<file path="src/common/iobc_map.svh">
// Purpose: register offsets, field positions and reset values of the I/O bus controller
// Assumes: 32-bit AXI4-Lite register window, byte addressed
// Notes:   definitions only
`ifndef IOBC_MAP_SVH
`define IOBC_MAP_SVH

// ==========================================================
// register offsets
`define IOBC_OFF_CTRL      8'h00
`define IOBC_OFF_TIMEOUT   8'h04
`define IOBC_OFF_STATUS    8'h08
`define IOBC_OFF_COUNT     8'h0c

// ==========================================================
// control fields
`define IOBC_CTRL_SEL_LSB  0
`define IOBC_CTRL_SEL_MSB  2
`define IOBC_CTRL_SRC_BIT  3
`define IOBC_CTRL_DOFF_BIT 4
`define IOBC_CTRL_REC_LSB  8
`define IOBC_CTRL_REC_MSB  15
`define IOBC_CTRL_RST      32'h0000_0200
`define IOBC_TMO_RST       32'h0000_0100
`define IOBC_TMO_MSB       15

// ==========================================================
// status fields
`define IOBC_ST_VALID_BIT  0
`define IOBC_ST_RECOVERY_HOLD_BIT  1
`define IOBC_ST_TMO_BIT    2
`define IOBC_ST_CNT_LSB    4
`define IOBC_ST_CNT_MSB    6
`define IOBC_ST_SEL_LSB    8
`define IOBC_ST_SEL_MSB    10

// ==========================================================
// bus answers and decode constants
`define IOBC_RESP_OKAY     2'b00
`define IOBC_RESP_SLVERR   2'b10
`define IOBC_DEC_BLOCK     3'h7
`define IOBC_SEL_ZERO      3'h0

`endif

</file>
<file path="src/common/iobc_pkg.sv">
// Purpose: shared types of the I/O bus controller
// Assumes: map header holds all numbers
// Notes:   status lines travel together as one struct
package iobc_pkg;

	// ==========================================================
	// processor cycle status lines, valid with the address strobe
	typedef struct packed {
		logic mem_io_n;      // low selects I/O space
		logic data_ctrl_n;   // high selects a data cycle
		logic write_read_n;  // high write, low read
	} iobc_status_t;

	// ==========================================================
	// bus cycle sequencer states
	typedef enum logic [2:0] {
		IOBC_IDLE = 3'b001,
		IOBC_HOLD = 3'b010,
		IOBC_RUN  = 3'b100
	} iobc_state_t;

endpackage : iobc_pkg

</file>
<file path="src/logic/iobc_top.sv">
// Purpose: I/O bus control, wait states, address decode and transceiver control
// Assumes: processor bus synchronous to clk_sys; wait select pins are asynchronous
// Notes:   registers reached over AXI4-Lite; all outputs come from flip-flops
//
// The address map and the AXI4-Lite register port are this design's own decisions.
`timescale 1ns/1ps
`include "iobc_map.svh"

module iobc_top
	import iobc_pkg::*;
#(
	parameter int SEL_W = 3,   // wait select width
	parameter int NSEL  = 8    // decoder outputs, 2^3
) (
	input  wire logic               clk_sys,               // system clock
	input  wire logic               rst,                   // async reset, high
	input  wire logic [7:0]         s_axi_awaddr,          // write address
	input  wire logic               s_axi_awvalid,         // write address valid
	output logic                    s_axi_awready,         // write address ready
	input  wire logic [31:0]        s_axi_wdata,           // write data
	input  wire logic [3:0]         s_axi_wstrb,           // write byte lanes
	input  wire logic               s_axi_wvalid,          // write data valid
	output logic                    s_axi_wready,          // write data ready
	output logic [1:0]              s_axi_bresp,           // write response
	output logic                    s_axi_bvalid,          // write response valid
	input  wire logic               s_axi_bready,          // write response ready
	input  wire logic [7:0]         s_axi_araddr,          // read address
	input  wire logic               s_axi_arvalid,         // read address valid
	output logic                    s_axi_arready,         // read address ready
	output logic [31:0]             s_axi_rdata,           // read data
	output logic [1:0]              s_axi_rresp,           // read response
	output logic                    s_axi_rvalid,          // read data valid
	input  wire logic               s_axi_rready,          // read data ready
	input  wire logic               addr_strobe_n,         // cycle start, low
	input  wire iobc_status_t       cycle_status,          // cycle type lines
	input  wire logic [7:2]         io_addr,               // decoded address bits
	input  wire logic [3:0]         byte_enables_n,        // byte lanes, low
	input  wire logic [SEL_W-1:0]   wait_count_select,     // wait select pins
	output logic                    cpu_ready_n,           // ready to processor
	output logic                    io_cycle_valid,        // I/O cycle under way
	output logic                    io_read_strobe_n,      // I/O read, low
	output logic                    io_write_strobe_n,     // I/O write, low
	output logic [SEL_W-1:0]        wait_counter_bits,     // wait counter
	output logic                    recovery_hold,         // recovery in progress
	output logic                    xcvr_direction,        // high write direction
	output logic                    xcvr_output_enable_n,  // transceiver on, low
	output logic                    decoder_enable_low_a,  // I/O space enable
	output logic                    decoder_enable_high,   // block enable
	output logic                    decoder_enable_low_b,  // data cycle enable
	output logic [NSEL-1:0]         io_select_n            // block selects, low
);

	// ==========================================================
	// state
	iobc_state_t       state_q, state_d;
	logic              valid_q, rdy_n_q, rd_n_q, wr_n_q;
	logic [SEL_W-1:0]  cnt_q, cnt_d, cyc_sel_q, sel_s1_q, sel_s2_q;
	logic [7:0]        rec_cnt_q, rec_cnt_d;
	logic              rec_q, dir_q, den_n_q;
	logic              dla_q, dhi_q, dlb_q;
	logic [NSEL-1:0]   sel_n_q;
	logic [15:0]       tmo_cnt_q, cyc_done_q;
	logic              tmo_flag_q, st_clr;
	logic [31:0]       ctrl_q, tmo_lim_q;
	logic              awr_q, wr_q_rdy, bv_q, arr_q, rv_q;
	logic              aw_hold_q, w_hold_q;
	logic [7:0]        aw_addr_q;
	logic [31:0]       w_data_q, rdata_q;
	logic [3:0]        w_strb_q;
	logic [1:0]        bresp_q, rresp_q;

	// ==========================================================
	// wait select source: synchronised pins or software value
	wire [SEL_W-1:0] sel_sw   = ctrl_q[`IOBC_CTRL_SEL_MSB:`IOBC_CTRL_SEL_LSB];
	wire             sel_soft = ctrl_q[`IOBC_CTRL_SRC_BIT];
	wire [SEL_W-1:0] sel_eff  = sel_soft ? sel_sw : sel_s2_q;
	wire             dec_off  = ctrl_q[`IOBC_CTRL_DOFF_BIT];
	wire [7:0]       rec_len  = ctrl_q[`IOBC_CTRL_REC_MSB:`IOBC_CTRL_REC_LSB];
	wire [15:0]      tmo_lim  = tmo_lim_q[`IOBC_TMO_MSB:0];

	// pin synchroniser, first stage read only by the second
	always_ff @(posedge clk_sys or posedge rst) begin
		if (rst) begin
			sel_s1_q <= '0;
			sel_s2_q <= '0;
		end else begin
			sel_s1_q <= wait_count_select;
			sel_s2_q <= sel_s1_q;
		end
	end

	// ==========================================================
	// cycle decode and sequencing terms
	wire io_start  = !addr_strobe_n && !cycle_status.mem_io_n
		&& cycle_status.data_ctrl_n;
	wire in_idle   = (state_q == IOBC_IDLE);
	wire in_hold   = (state_q == IOBC_HOLD);
	wire in_run    = (state_q == IOBC_RUN);
	wire take      = in_idle && io_start;
	wire cyc_end   = in_run && !rdy_n_q;
	wire tmo_hit   = (in_hold || (in_run && rdy_n_q)) && (tmo_lim != 16'h0000)
		&& (tmo_cnt_q >= tmo_lim);
	wire hold_next = (rec_cnt_d != 8'h00);
	wire [SEL_W-1:0] cyc_sel  = take ? sel_eff : cyc_sel_q;
	wire [SEL_W-1:0] cnt_inc  = cnt_q + 3'h1;
	wire strobe_go = (take || in_hold) && !hold_next;

	// recovery counter loads at the edge that ends an access
	always_comb begin
		if (cyc_end)
			rec_cnt_d = rec_len;
		else if (rec_cnt_q != 8'h00)
			rec_cnt_d = rec_cnt_q - 8'h01;
		else
			rec_cnt_d = 8'h00;
	end

	// next state and wait counter
	always_comb begin
		state_d = state_q;
		cnt_d   = cnt_q;
		unique case (state_q)
			IOBC_IDLE: begin
				if (take)
					state_d = hold_next ? IOBC_HOLD : IOBC_RUN;
				cnt_d = `IOBC_SEL_ZERO;
			end
			IOBC_HOLD: begin
				if (!hold_next || tmo_hit)
					state_d = IOBC_RUN;
				cnt_d = `IOBC_SEL_ZERO;
			end
			IOBC_RUN: begin
				if (cyc_end) begin
					state_d = IOBC_IDLE;
					cnt_d   = `IOBC_SEL_ZERO;
				end else begin
					cnt_d = cnt_inc;
				end
			end
		endcase
	end

	// sequencer registers: valid, ready, strobes, counter
	always_ff @(posedge clk_sys or posedge rst) begin
		if (rst) begin
			state_q   <= IOBC_IDLE;
			valid_q   <= 1'b0;
			rdy_n_q   <= 1'b1;
			rd_n_q    <= 1'b1;
			wr_n_q    <= 1'b1;
			cnt_q     <= '0;
			cyc_sel_q <= '0;
			rec_cnt_q <= 8'h00;
			rec_q     <= 1'b0;
		end else begin
			state_q   <= state_d;
			cnt_q     <= cnt_d;
			cyc_sel_q <= cyc_sel;
			rec_cnt_q <= rec_cnt_d;
			rec_q     <= hold_next;
			if (take)
				valid_q <= 1'b1;
			else if (cyc_end)
				valid_q <= 1'b0;
			// ready: low in the clock the counter meets the select
			if (cyc_end)
				rdy_n_q <= 1'b1;
			else if (tmo_hit)
				rdy_n_q <= 1'b0;
			else if (strobe_go)
				rdy_n_q <= (cyc_sel != `IOBC_SEL_ZERO);
			else if (in_run)
				rdy_n_q <= (cnt_inc != cyc_sel_q);
			// strobes: on in the second clock, or once the recovery count runs out after a hold, off at the ending edge
			if (cyc_end) begin
				rd_n_q <= 1'b1;
				wr_n_q <= 1'b1;
			end else if (strobe_go) begin
				rd_n_q <= cycle_status.write_read_n;
				wr_n_q <= !cycle_status.write_read_n;
			end
		end
	end

	// ==========================================================
	// address decoder enables and selects
	wire dhi_d = (dec_off || tmo_hit) ? 1'b0
		: take ? (io_addr[7:5] == `IOBC_DEC_BLOCK)
		: cyc_end ? 1'b0 : dhi_q;
	wire dla_d = (dec_off || tmo_hit) ? 1'b1
		: take ? cycle_status.mem_io_n : cyc_end ? 1'b1 : dla_q;
	wire dlb_d = (dec_off || tmo_hit) ? 1'b1
		: take ? !cycle_status.data_ctrl_n : cyc_end ? 1'b1 : dlb_q;
	wire dec_on = !dla_d && dhi_d && !dlb_d;
	logic [NSEL-1:0] sel_n_d;

	// one select per block from live A2..A4; A8..A15 never reach here
	genvar gi;
	generate
		for (gi = 0; gi < NSEL; gi++) begin : g_sel
			assign sel_n_d[gi] = !(dec_on && (io_addr[4:2] == 3'(gi)));
		end
	endgenerate

	// decoder, direction and transceiver enable registers
	always_ff @(posedge clk_sys or posedge rst) begin
		if (rst) begin
			dhi_q   <= 1'b0;
			dla_q   <= 1'b1;
			dlb_q   <= 1'b1;
			sel_n_q <= '1;
			dir_q   <= 1'b0;
			den_n_q <= 1'b1;
		end else begin
			dhi_q   <= dhi_d;
			dla_q   <= dla_d;
			dlb_q   <= dlb_d;
			sel_n_q <= sel_n_d;
			if (take)
				dir_q <= cycle_status.write_read_n;
			den_n_q <= !((take || (valid_q && !cyc_end))
				&& (byte_enables_n != 4'hf));
		end
	end

	// ==========================================================
	// timeout and statistics
	always_ff @(posedge clk_sys or posedge rst) begin
		if (rst) begin
			tmo_cnt_q  <= 16'h0000;
			tmo_flag_q <= 1'b0;
			cyc_done_q <= 16'h0000;
		end else begin
			tmo_cnt_q <= (in_idle || cyc_end) ? 16'h0000 : tmo_cnt_q + 16'h0001;
			if (tmo_hit)
				tmo_flag_q <= 1'b1;                                  // set beats clear
			else if (st_clr)
				tmo_flag_q <= 1'b0;
			if (cyc_end)
				cyc_done_q <= cyc_done_q + 16'h0001;
		end
	end

	// ==========================================================
	// AXI4-Lite slave
	wire aw_fire = s_axi_awvalid && awr_q;
	wire w_fire  = s_axi_wvalid && wr_q_rdy;
	wire do_wr   = aw_hold_q && w_hold_q && !bv_q;
	wire ar_fire = s_axi_arvalid && arr_q;
	logic [31:0] wmask;
	generate
		for (gi = 0; gi < 4; gi++) begin : g_lane
			assign wmask[gi*8 +: 8] = {8{w_strb_q[gi]}};
		end
	endgenerate
	wire hit_ctrl = (aw_addr_q == `IOBC_OFF_CTRL);
	wire hit_tmo  = (aw_addr_q == `IOBC_OFF_TIMEOUT);
	wire hit_st   = (aw_addr_q == `IOBC_OFF_STATUS);
	wire hit_cnt  = (aw_addr_q == `IOBC_OFF_COUNT);
	wire wr_ok    = hit_ctrl || hit_tmo || hit_st || hit_cnt;
	assign st_clr = do_wr && hit_st
		&& (w_data_q[`IOBC_ST_TMO_BIT] & wmask[`IOBC_ST_TMO_BIT]);
	wire [31:0] ctrl_new = (ctrl_q & ~wmask) | (w_data_q & wmask);
	wire [31:0] tmo_new  = (tmo_lim_q & ~wmask) | (w_data_q & wmask);

	// status word: live sequencer state
	logic [31:0] status_w;
	always_comb begin
		status_w = 32'h0000_0000;
		status_w[`IOBC_ST_VALID_BIT] = valid_q;
		status_w[`IOBC_ST_RECOVERY_HOLD_BIT] = rec_q;
		status_w[`IOBC_ST_TMO_BIT]   = tmo_flag_q;
		status_w[`IOBC_ST_CNT_MSB:`IOBC_ST_CNT_LSB] = cnt_q;
		status_w[`IOBC_ST_SEL_MSB:`IOBC_ST_SEL_LSB] = sel_eff;
	end
	wire r_ctrl = (s_axi_araddr == `IOBC_OFF_CTRL);
	wire r_tmo  = (s_axi_araddr == `IOBC_OFF_TIMEOUT);
	wire r_st   = (s_axi_araddr == `IOBC_OFF_STATUS);
	wire r_cnt  = (s_axi_araddr == `IOBC_OFF_COUNT);
	wire [31:0] rd_mux = r_ctrl ? ctrl_q : r_tmo ? tmo_lim_q : r_st ? status_w
		: r_cnt ? {16'h0000, cyc_done_q} : 32'h0000_0000;
	wire rd_ok  = r_ctrl || r_tmo || r_st || r_cnt;

	// write channel: address and data in either order, answer after both
	always_ff @(posedge clk_sys or posedge rst) begin
		if (rst) begin
			awr_q     <= 1'b1;
			wr_q_rdy  <= 1'b1;
			aw_hold_q <= 1'b0;
			w_hold_q  <= 1'b0;
			aw_addr_q <= 8'h00;
			w_data_q  <= 32'h0000_0000;
			w_strb_q  <= 4'h0;
			bv_q      <= 1'b0;
			bresp_q   <= `IOBC_RESP_OKAY;
			ctrl_q    <= `IOBC_CTRL_RST;
			tmo_lim_q <= `IOBC_TMO_RST;
		end else begin
			if (aw_fire) begin
				aw_hold_q <= 1'b1;
				awr_q     <= 1'b0;
				aw_addr_q <= s_axi_awaddr;
			end
			if (w_fire) begin
				w_hold_q <= 1'b1;
				wr_q_rdy <= 1'b0;
				w_data_q <= s_axi_wdata;
				w_strb_q <= s_axi_wstrb;
			end
			if (do_wr) begin
				aw_hold_q <= 1'b0;
				w_hold_q  <= 1'b0;
				bv_q      <= 1'b1;
				bresp_q   <= wr_ok ? `IOBC_RESP_OKAY : `IOBC_RESP_SLVERR;
				if (hit_ctrl)
					ctrl_q <= ctrl_new;
				if (hit_tmo)
					tmo_lim_q <= {16'h0000, tmo_new[`IOBC_TMO_MSB:0]};
			end
			if (bv_q && s_axi_bready) begin
				bv_q     <= 1'b0;
				awr_q    <= 1'b1;
				wr_q_rdy <= 1'b1;
			end
		end
	end

	// read channel: one read at a time
	always_ff @(posedge clk_sys or posedge rst) begin
		if (rst) begin
			arr_q   <= 1'b1;
			rv_q    <= 1'b0;
			rdata_q <= 32'h0000_0000;
			rresp_q <= `IOBC_RESP_OKAY;
		end else if (ar_fire) begin
			arr_q   <= 1'b0;
			rv_q    <= 1'b1;
			rdata_q <= rd_mux;
			rresp_q <= rd_ok ? `IOBC_RESP_OKAY : `IOBC_RESP_SLVERR;
		end else if (rv_q && s_axi_rready) begin
			rv_q  <= 1'b0;
			arr_q <= 1'b1;
		end
	end

	// ==========================================================
	// outputs
	assign s_axi_awready        = awr_q;
	assign s_axi_wready         = wr_q_rdy;
	assign s_axi_bvalid         = bv_q;
	assign s_axi_bresp          = bresp_q;
	assign s_axi_arready        = arr_q;
	assign s_axi_rvalid         = rv_q;
	assign s_axi_rdata          = rdata_q;
	assign s_axi_rresp          = rresp_q;
	assign cpu_ready_n          = rdy_n_q;
	assign io_cycle_valid       = valid_q;
	assign io_read_strobe_n     = rd_n_q;
	assign io_write_strobe_n    = wr_n_q;
	assign wait_counter_bits    = cnt_q;
	assign recovery_hold        = rec_q;
	assign xcvr_direction       = dir_q;
	assign xcvr_output_enable_n = den_n_q;
	assign decoder_enable_low_a = dla_q;
	assign decoder_enable_high  = dhi_q;
	assign decoder_enable_low_b = dlb_q;
	assign io_select_n          = sel_n_q;

	wire tmo_far = (tmo_lim == 16'h0000) || (tmo_lim > 16'h0010);
	wire fast_go = take && !hold_next && tmo_far;
endmodule : iobc_top

</file>
<file path="config.mk">
export PLATFORM = sky130hd
export DESIGN_NAME = iobc_top
export DESIGN_NICKNAME = d
export VERILOG_FILES = /design/src/common/iobc_pkg.sv /design/src/logic/iobc_top.sv
export VERILOG_INCLUDE_DIRS = /design/src /design/src/common
export SDC_FILE = /design/constraint.sdc
export NUM_CORES = 1
export LEC_CHECK = 0
export BUFFER_PORTS_ARGS = -buffer_cell sky130_fd_sc_hd__buf_4
export CAP_MARGIN = 30
export CORE_MARGIN = 1
export CORE_UTILIZATION = 55
export CTS_CLUSTER_SIZE = 12
export DETAILED_ROUTE_END_ITERATION = 10
export PLACE_DENSITY = 0.78
export SYNTH_ARGS = -nofsm -noshare
export SYNTH_HDL_FRONTEND = slang
export SYNTH_SLANG_ARGS = --single-unit
</file>
<file path="constraint.sdc">
create_clock -name clk_sys -period 21 [get_ports clk_sys]
set_input_delay 4.2 -clock clk_sys [delete_from_list [all_inputs] [get_ports clk_sys]]
set_output_delay 4.2 -clock clk_sys [all_outputs]
set_load 0.03 [all_outputs]
</file>
==> impl_summary.md <==
CTS
The number of instances resized during post-cts repair is 0. The post-CTS setup buffer count is 0. CTS saw 207 sinks. Counting the buffers created by CTS gives 23. The master cell of the clock root buffer is sky130_fd_sc_hd__clkbuf_16.

The number of hold buffers added after CTS was 0. Clock latency on the worst-skew pair, taken at its later pin, is around 0.50 ns. Clock-pin slew was measured on the worst setup and hold paths at 0.06 ns. CTS built an H-tree with a depth of 1. The maximum buffer depth of the clock tree is 3. TritonCTS built the clock tree.

Logic synthesis
The Yosys warning count is 0. sky130_fd_sc_hd__dfrtp_1 is the most common cell in the netlist. The main combinational cell family by area after synthesis is multiplexers. The cell area after synthesis is about 9000 um^2. After synthesis, the most frequently instantiated cells are sky130_fd_sc_hd__dfrtp_1 (187), sky130_fd_sc_hd__mux2_2 (92), sky130_fd_sc_hd__nand2_1 (53), sky130_fd_sc_hd__nor2_1 (39), sky130_fd_sc_hd__o21ai_0 (33). The post-synthesis cell type with the largest combined area is sky130_fd_sc_hd__dfrtp_1.

A synthesized cell averages around 13 um^2. Synthesis inferred approximately 210 register bits. The simple logic cell fraction of the synthesized area is ~11%. The post-synthesis compound-gate area fraction is under 10%. The post-synthesis instance total is around 710.

In the synthesized netlist the dominant register cell turns out to be sky130_fd_sc_hd__dfrtp_1. The count of flip-flops with a built-in enable after synthesis is 0. Multiplexer cells account for between 10% and 20% of the synthesized area. Sequential elements use ~58% of the synthesized area. The share of synthesized area in the top cell type comes to roughly half.

The synthesized netlist devotes 3.39% of its cell area to XOR and XNOR gates. The distinct cell type count of the synthesized netlist is 60. Summing the areas of all fa, ha and maj instances in the mapped netlist gives slightly below 3% of the synthesized area.

By area the synthesized netlist is led by sky130_fd_sc_hd__dfrtp_1 (52%), sky130_fd_sc_hd__mux2_2 (11%), sky130_fd_sc_hd__dfstp_2 (5.8%). The async set-or-reset flop fraction in the synthesized netlist is between 90% and 100%.

Power and ir drop
The power per cell area is about 110 nW/um^2. The leakage power of the design is roughly 5.1 nW. IR analysis of the VDD net gives a maximum drop of roughly 0.00007 V.

Place
The number of port buffers is 135. The final weighted congestion in routability-driven placement is between 0.8 and 0.9. Once placement finished, the instance area stood at approximately 10000 um^2.

The half-perimeter wire length after placement is between 10 and 15 mm. The pre-CTS setup slack is roughly 14 ns.

STA
The routed design could run at a clock period as short as ~6.1 ns. The clock tree skew after final layout is between 0.015 and 0.02 ns. Setup slack closes at 14.85 ns. Derived from the worst setup path, the maximum achievable clock frequency is ~160 MHz. The worst max-slew margin expressed relative to the limit is 38.5%. The total count of max-transition violations in the final report is 0. The sum of negative setup slack is 0 ns. Setup repair after global routing left no endpoint under its margin. The transition at the pin with the smallest max-transition slack is roughly 0.9 ns. Setup violations remaining at the end of the flow were counted as 0. The post-route clock period utilization is between 20% and 30%.

The number of hold violations in the final report is 0.

GRT
For this run, the total global-route usage over all layers was measured as between 20% and 30%. The number of antenna violations at the first check in global routing is 0. The global-route wire length before repair is around 33 mm. The via count of the first global-routing pass is approximately 6600. Entering global routing, the biggest net connects 128 pins.

The total congestion overflow after global routing is 0.

Setup path
The setup path with the least slack is of type in2reg. The path depth of the worst reg2reg path is 8. Tracing the worst setup path back leads to its startpoint at cycle_status[2]. Along the worst path, the maximum fanout reaches 12. The endpoint of the worst register-to-register path is io_select_n[6]. The signal arrival time at the worst endpoint is between 6 and 7 ns. STA classifies the critical path startpoint as an input pin.

The worst setup slack for register-to-register paths is around 18 ns. STA classifies the critical path endpoint as a register. The end of the critical path is io_select_n[6]. At the worst endpoint, the required time is between 20 and 25 ns.

Final layout
After filler insertion, the fill cell instance count of the layout stands at between 1000 and 1500. The area of all placed cells without fillers is ~11000 um^2. The fraction of layout cells with a size suffix above 1 is 35.8%. The area growth from synthesis to layout is 22.0%. The fraction of the core area covered by cells at the end of the flow is between 60% and 70%. The number of nets in the layout is approximately 960. The count of antenna diodes in the layout is 0.

Route
The met3 wire length is about 1.3 mm. The highest layer touched by signal routing is met4. Summed over all layers, the routed wires come to 20.8 mm. The detail route stage leaves a number of antenna-violating nets equal to 0. For this run, the detailed router's first-pass iteration total came to 5.

The overall via count from detail_route is between 6000 and 7000. Wire segments on met2 add up to ~10 mm in the final route. In the final routed layout, each cell accounts on average for around 19 um. For this block, the initial DRC count from the detailed router was 428.

For this run, design rule violations remaining after detail routing come to 0. After detailed routing, the wire length on met1 is between 8 and 9 mm. The via-per-instance ratio is 5.79.

Floorplan
The die covers 17000 um^2. The core region is approximately 16000 um^2. roughly 140 I/O pins were placed. The initial utilization of the core area, before any placement, comes to between 50 and 60%.

The die span in x is 130 um. The die boundary height is between 100 and 150 um. The placement row count is 46.

Hold path
The worst hold-check path type is reg2reg. Counting instances, the worst hold path has a depth of 0.

Job
Max-cap violations in this run came to 0.

Status
The run finished with clean final reports.
==> worst max-delay path: stages <==
cell                        delay, ns
sky130_fd_sc_hd__buf_4           0.10
sky130_fd_sc_hd__or3b_1          0.38
sky130_fd_sc_hd__or3_1           0.55
sky130_fd_sc_hd__nor2_1          0.22
sky130_fd_sc_hd__a31oi_1         0.07
sky130_fd_sc_hd__a2111oi_2       0.78
sky130_fd_sc_hd__nand4b_1        0.20
==> stage by stage <==
step	std cells	hold WS, ns	power [mW]
final	1091	0.347	1.19
after global routing	1091	0.352	1.24
after CTS	1090	0.348	1.19
after detailed placement	1049	0.336	0.811
after global placement	1047	0.334	0.792
after floorplan	714	0.331	0.721
==> layer usage <==
layer | track usage, % | up-vias
met2 | 44.0 | 214
met5 | 0 | -
met3 | 4.39 | 37
met4 | 7.39 | 0
met1 | 32.7 | 3196
li1 | - | 2869
==> cell families (layout without fill, tap and decap cells) <==
logic type / Yosys count / count (layout)
fa+ha+maj: 21 / 21
flops: 207 / 207
mux: 110 / 110
simple gates: 181 / 181
other cells: 1 / 2
xor+xnor: 35 / 35
buf+inv: 52 / 213
compound gates: 106 / 106
==> worst min path at each step <==
stage	startpoint	to	slack [ns]
3_5_place_dp	sel_s1_q[0]	sel_s2_q[0]	0.34
4_1_cts	sel_s1_q[0]	sel_s2_q[0]	0.35
2_1_floorplan	sel_s1_q[0]	sel_s2_q[0]	0.33
6_report	sel_s1_q[0]	sel_s2_q[0]	0.35
5_1_grt	sel_s1_q[0]	sel_s2_q[0]	0.35
3_3_place_gp	sel_s1_q[1]	sel_s2_q[1]	0.33
==> placed cells by master, fill, tap and decap left out, drive strengths merged, types with 5 or more instances in the layout <==
master,synthesis,layout
nor2,39,39
nand2,53,53
clkinv,0,6
nand2b,5,5
mux2,99,99
nand3,16,16
a22o,26,26
buf,4,141
ha,21,21
dfstp,20,20
or4,5,5
dfrtp,187,187
and3,5,5
a21oi,11,11
clkbuf,17,34
a22oi,8,8
a31oi,7,7
nand4,13,13
mux4,9,9
nor4,10,10
xor2,15,15
nor3,8,8
xnor2,20,20
inv,31,31
o21ai,33,33
==> power by group <==
part           switching [mW]  internal [mW]  total [mW]
clock                   0.151          0.228       0.379
combinational           0.130          0.124       0.253
sequential             0.0697          0.484       0.553
==> cell type report <==
| cell class | count | area [um^2] | area share [%] |
|---|---|---|---|
| flip-flops and latches | 207 | 5200 | 47.1 |
| inverters | 31 | 124 | 1.12 |
| clock inverters | 7 | 60.1 | 0.544 |
| clock buffers | 34 | 657 | 5.95 |
| multi-input cells | 455 | 3630 | 32.9 |
| well taps | 216 | 270 | 2.45 |
| repair buffers | 141 | 1090 | 9.87 |
No activity file was read; power rests on OpenSTA's default activity.
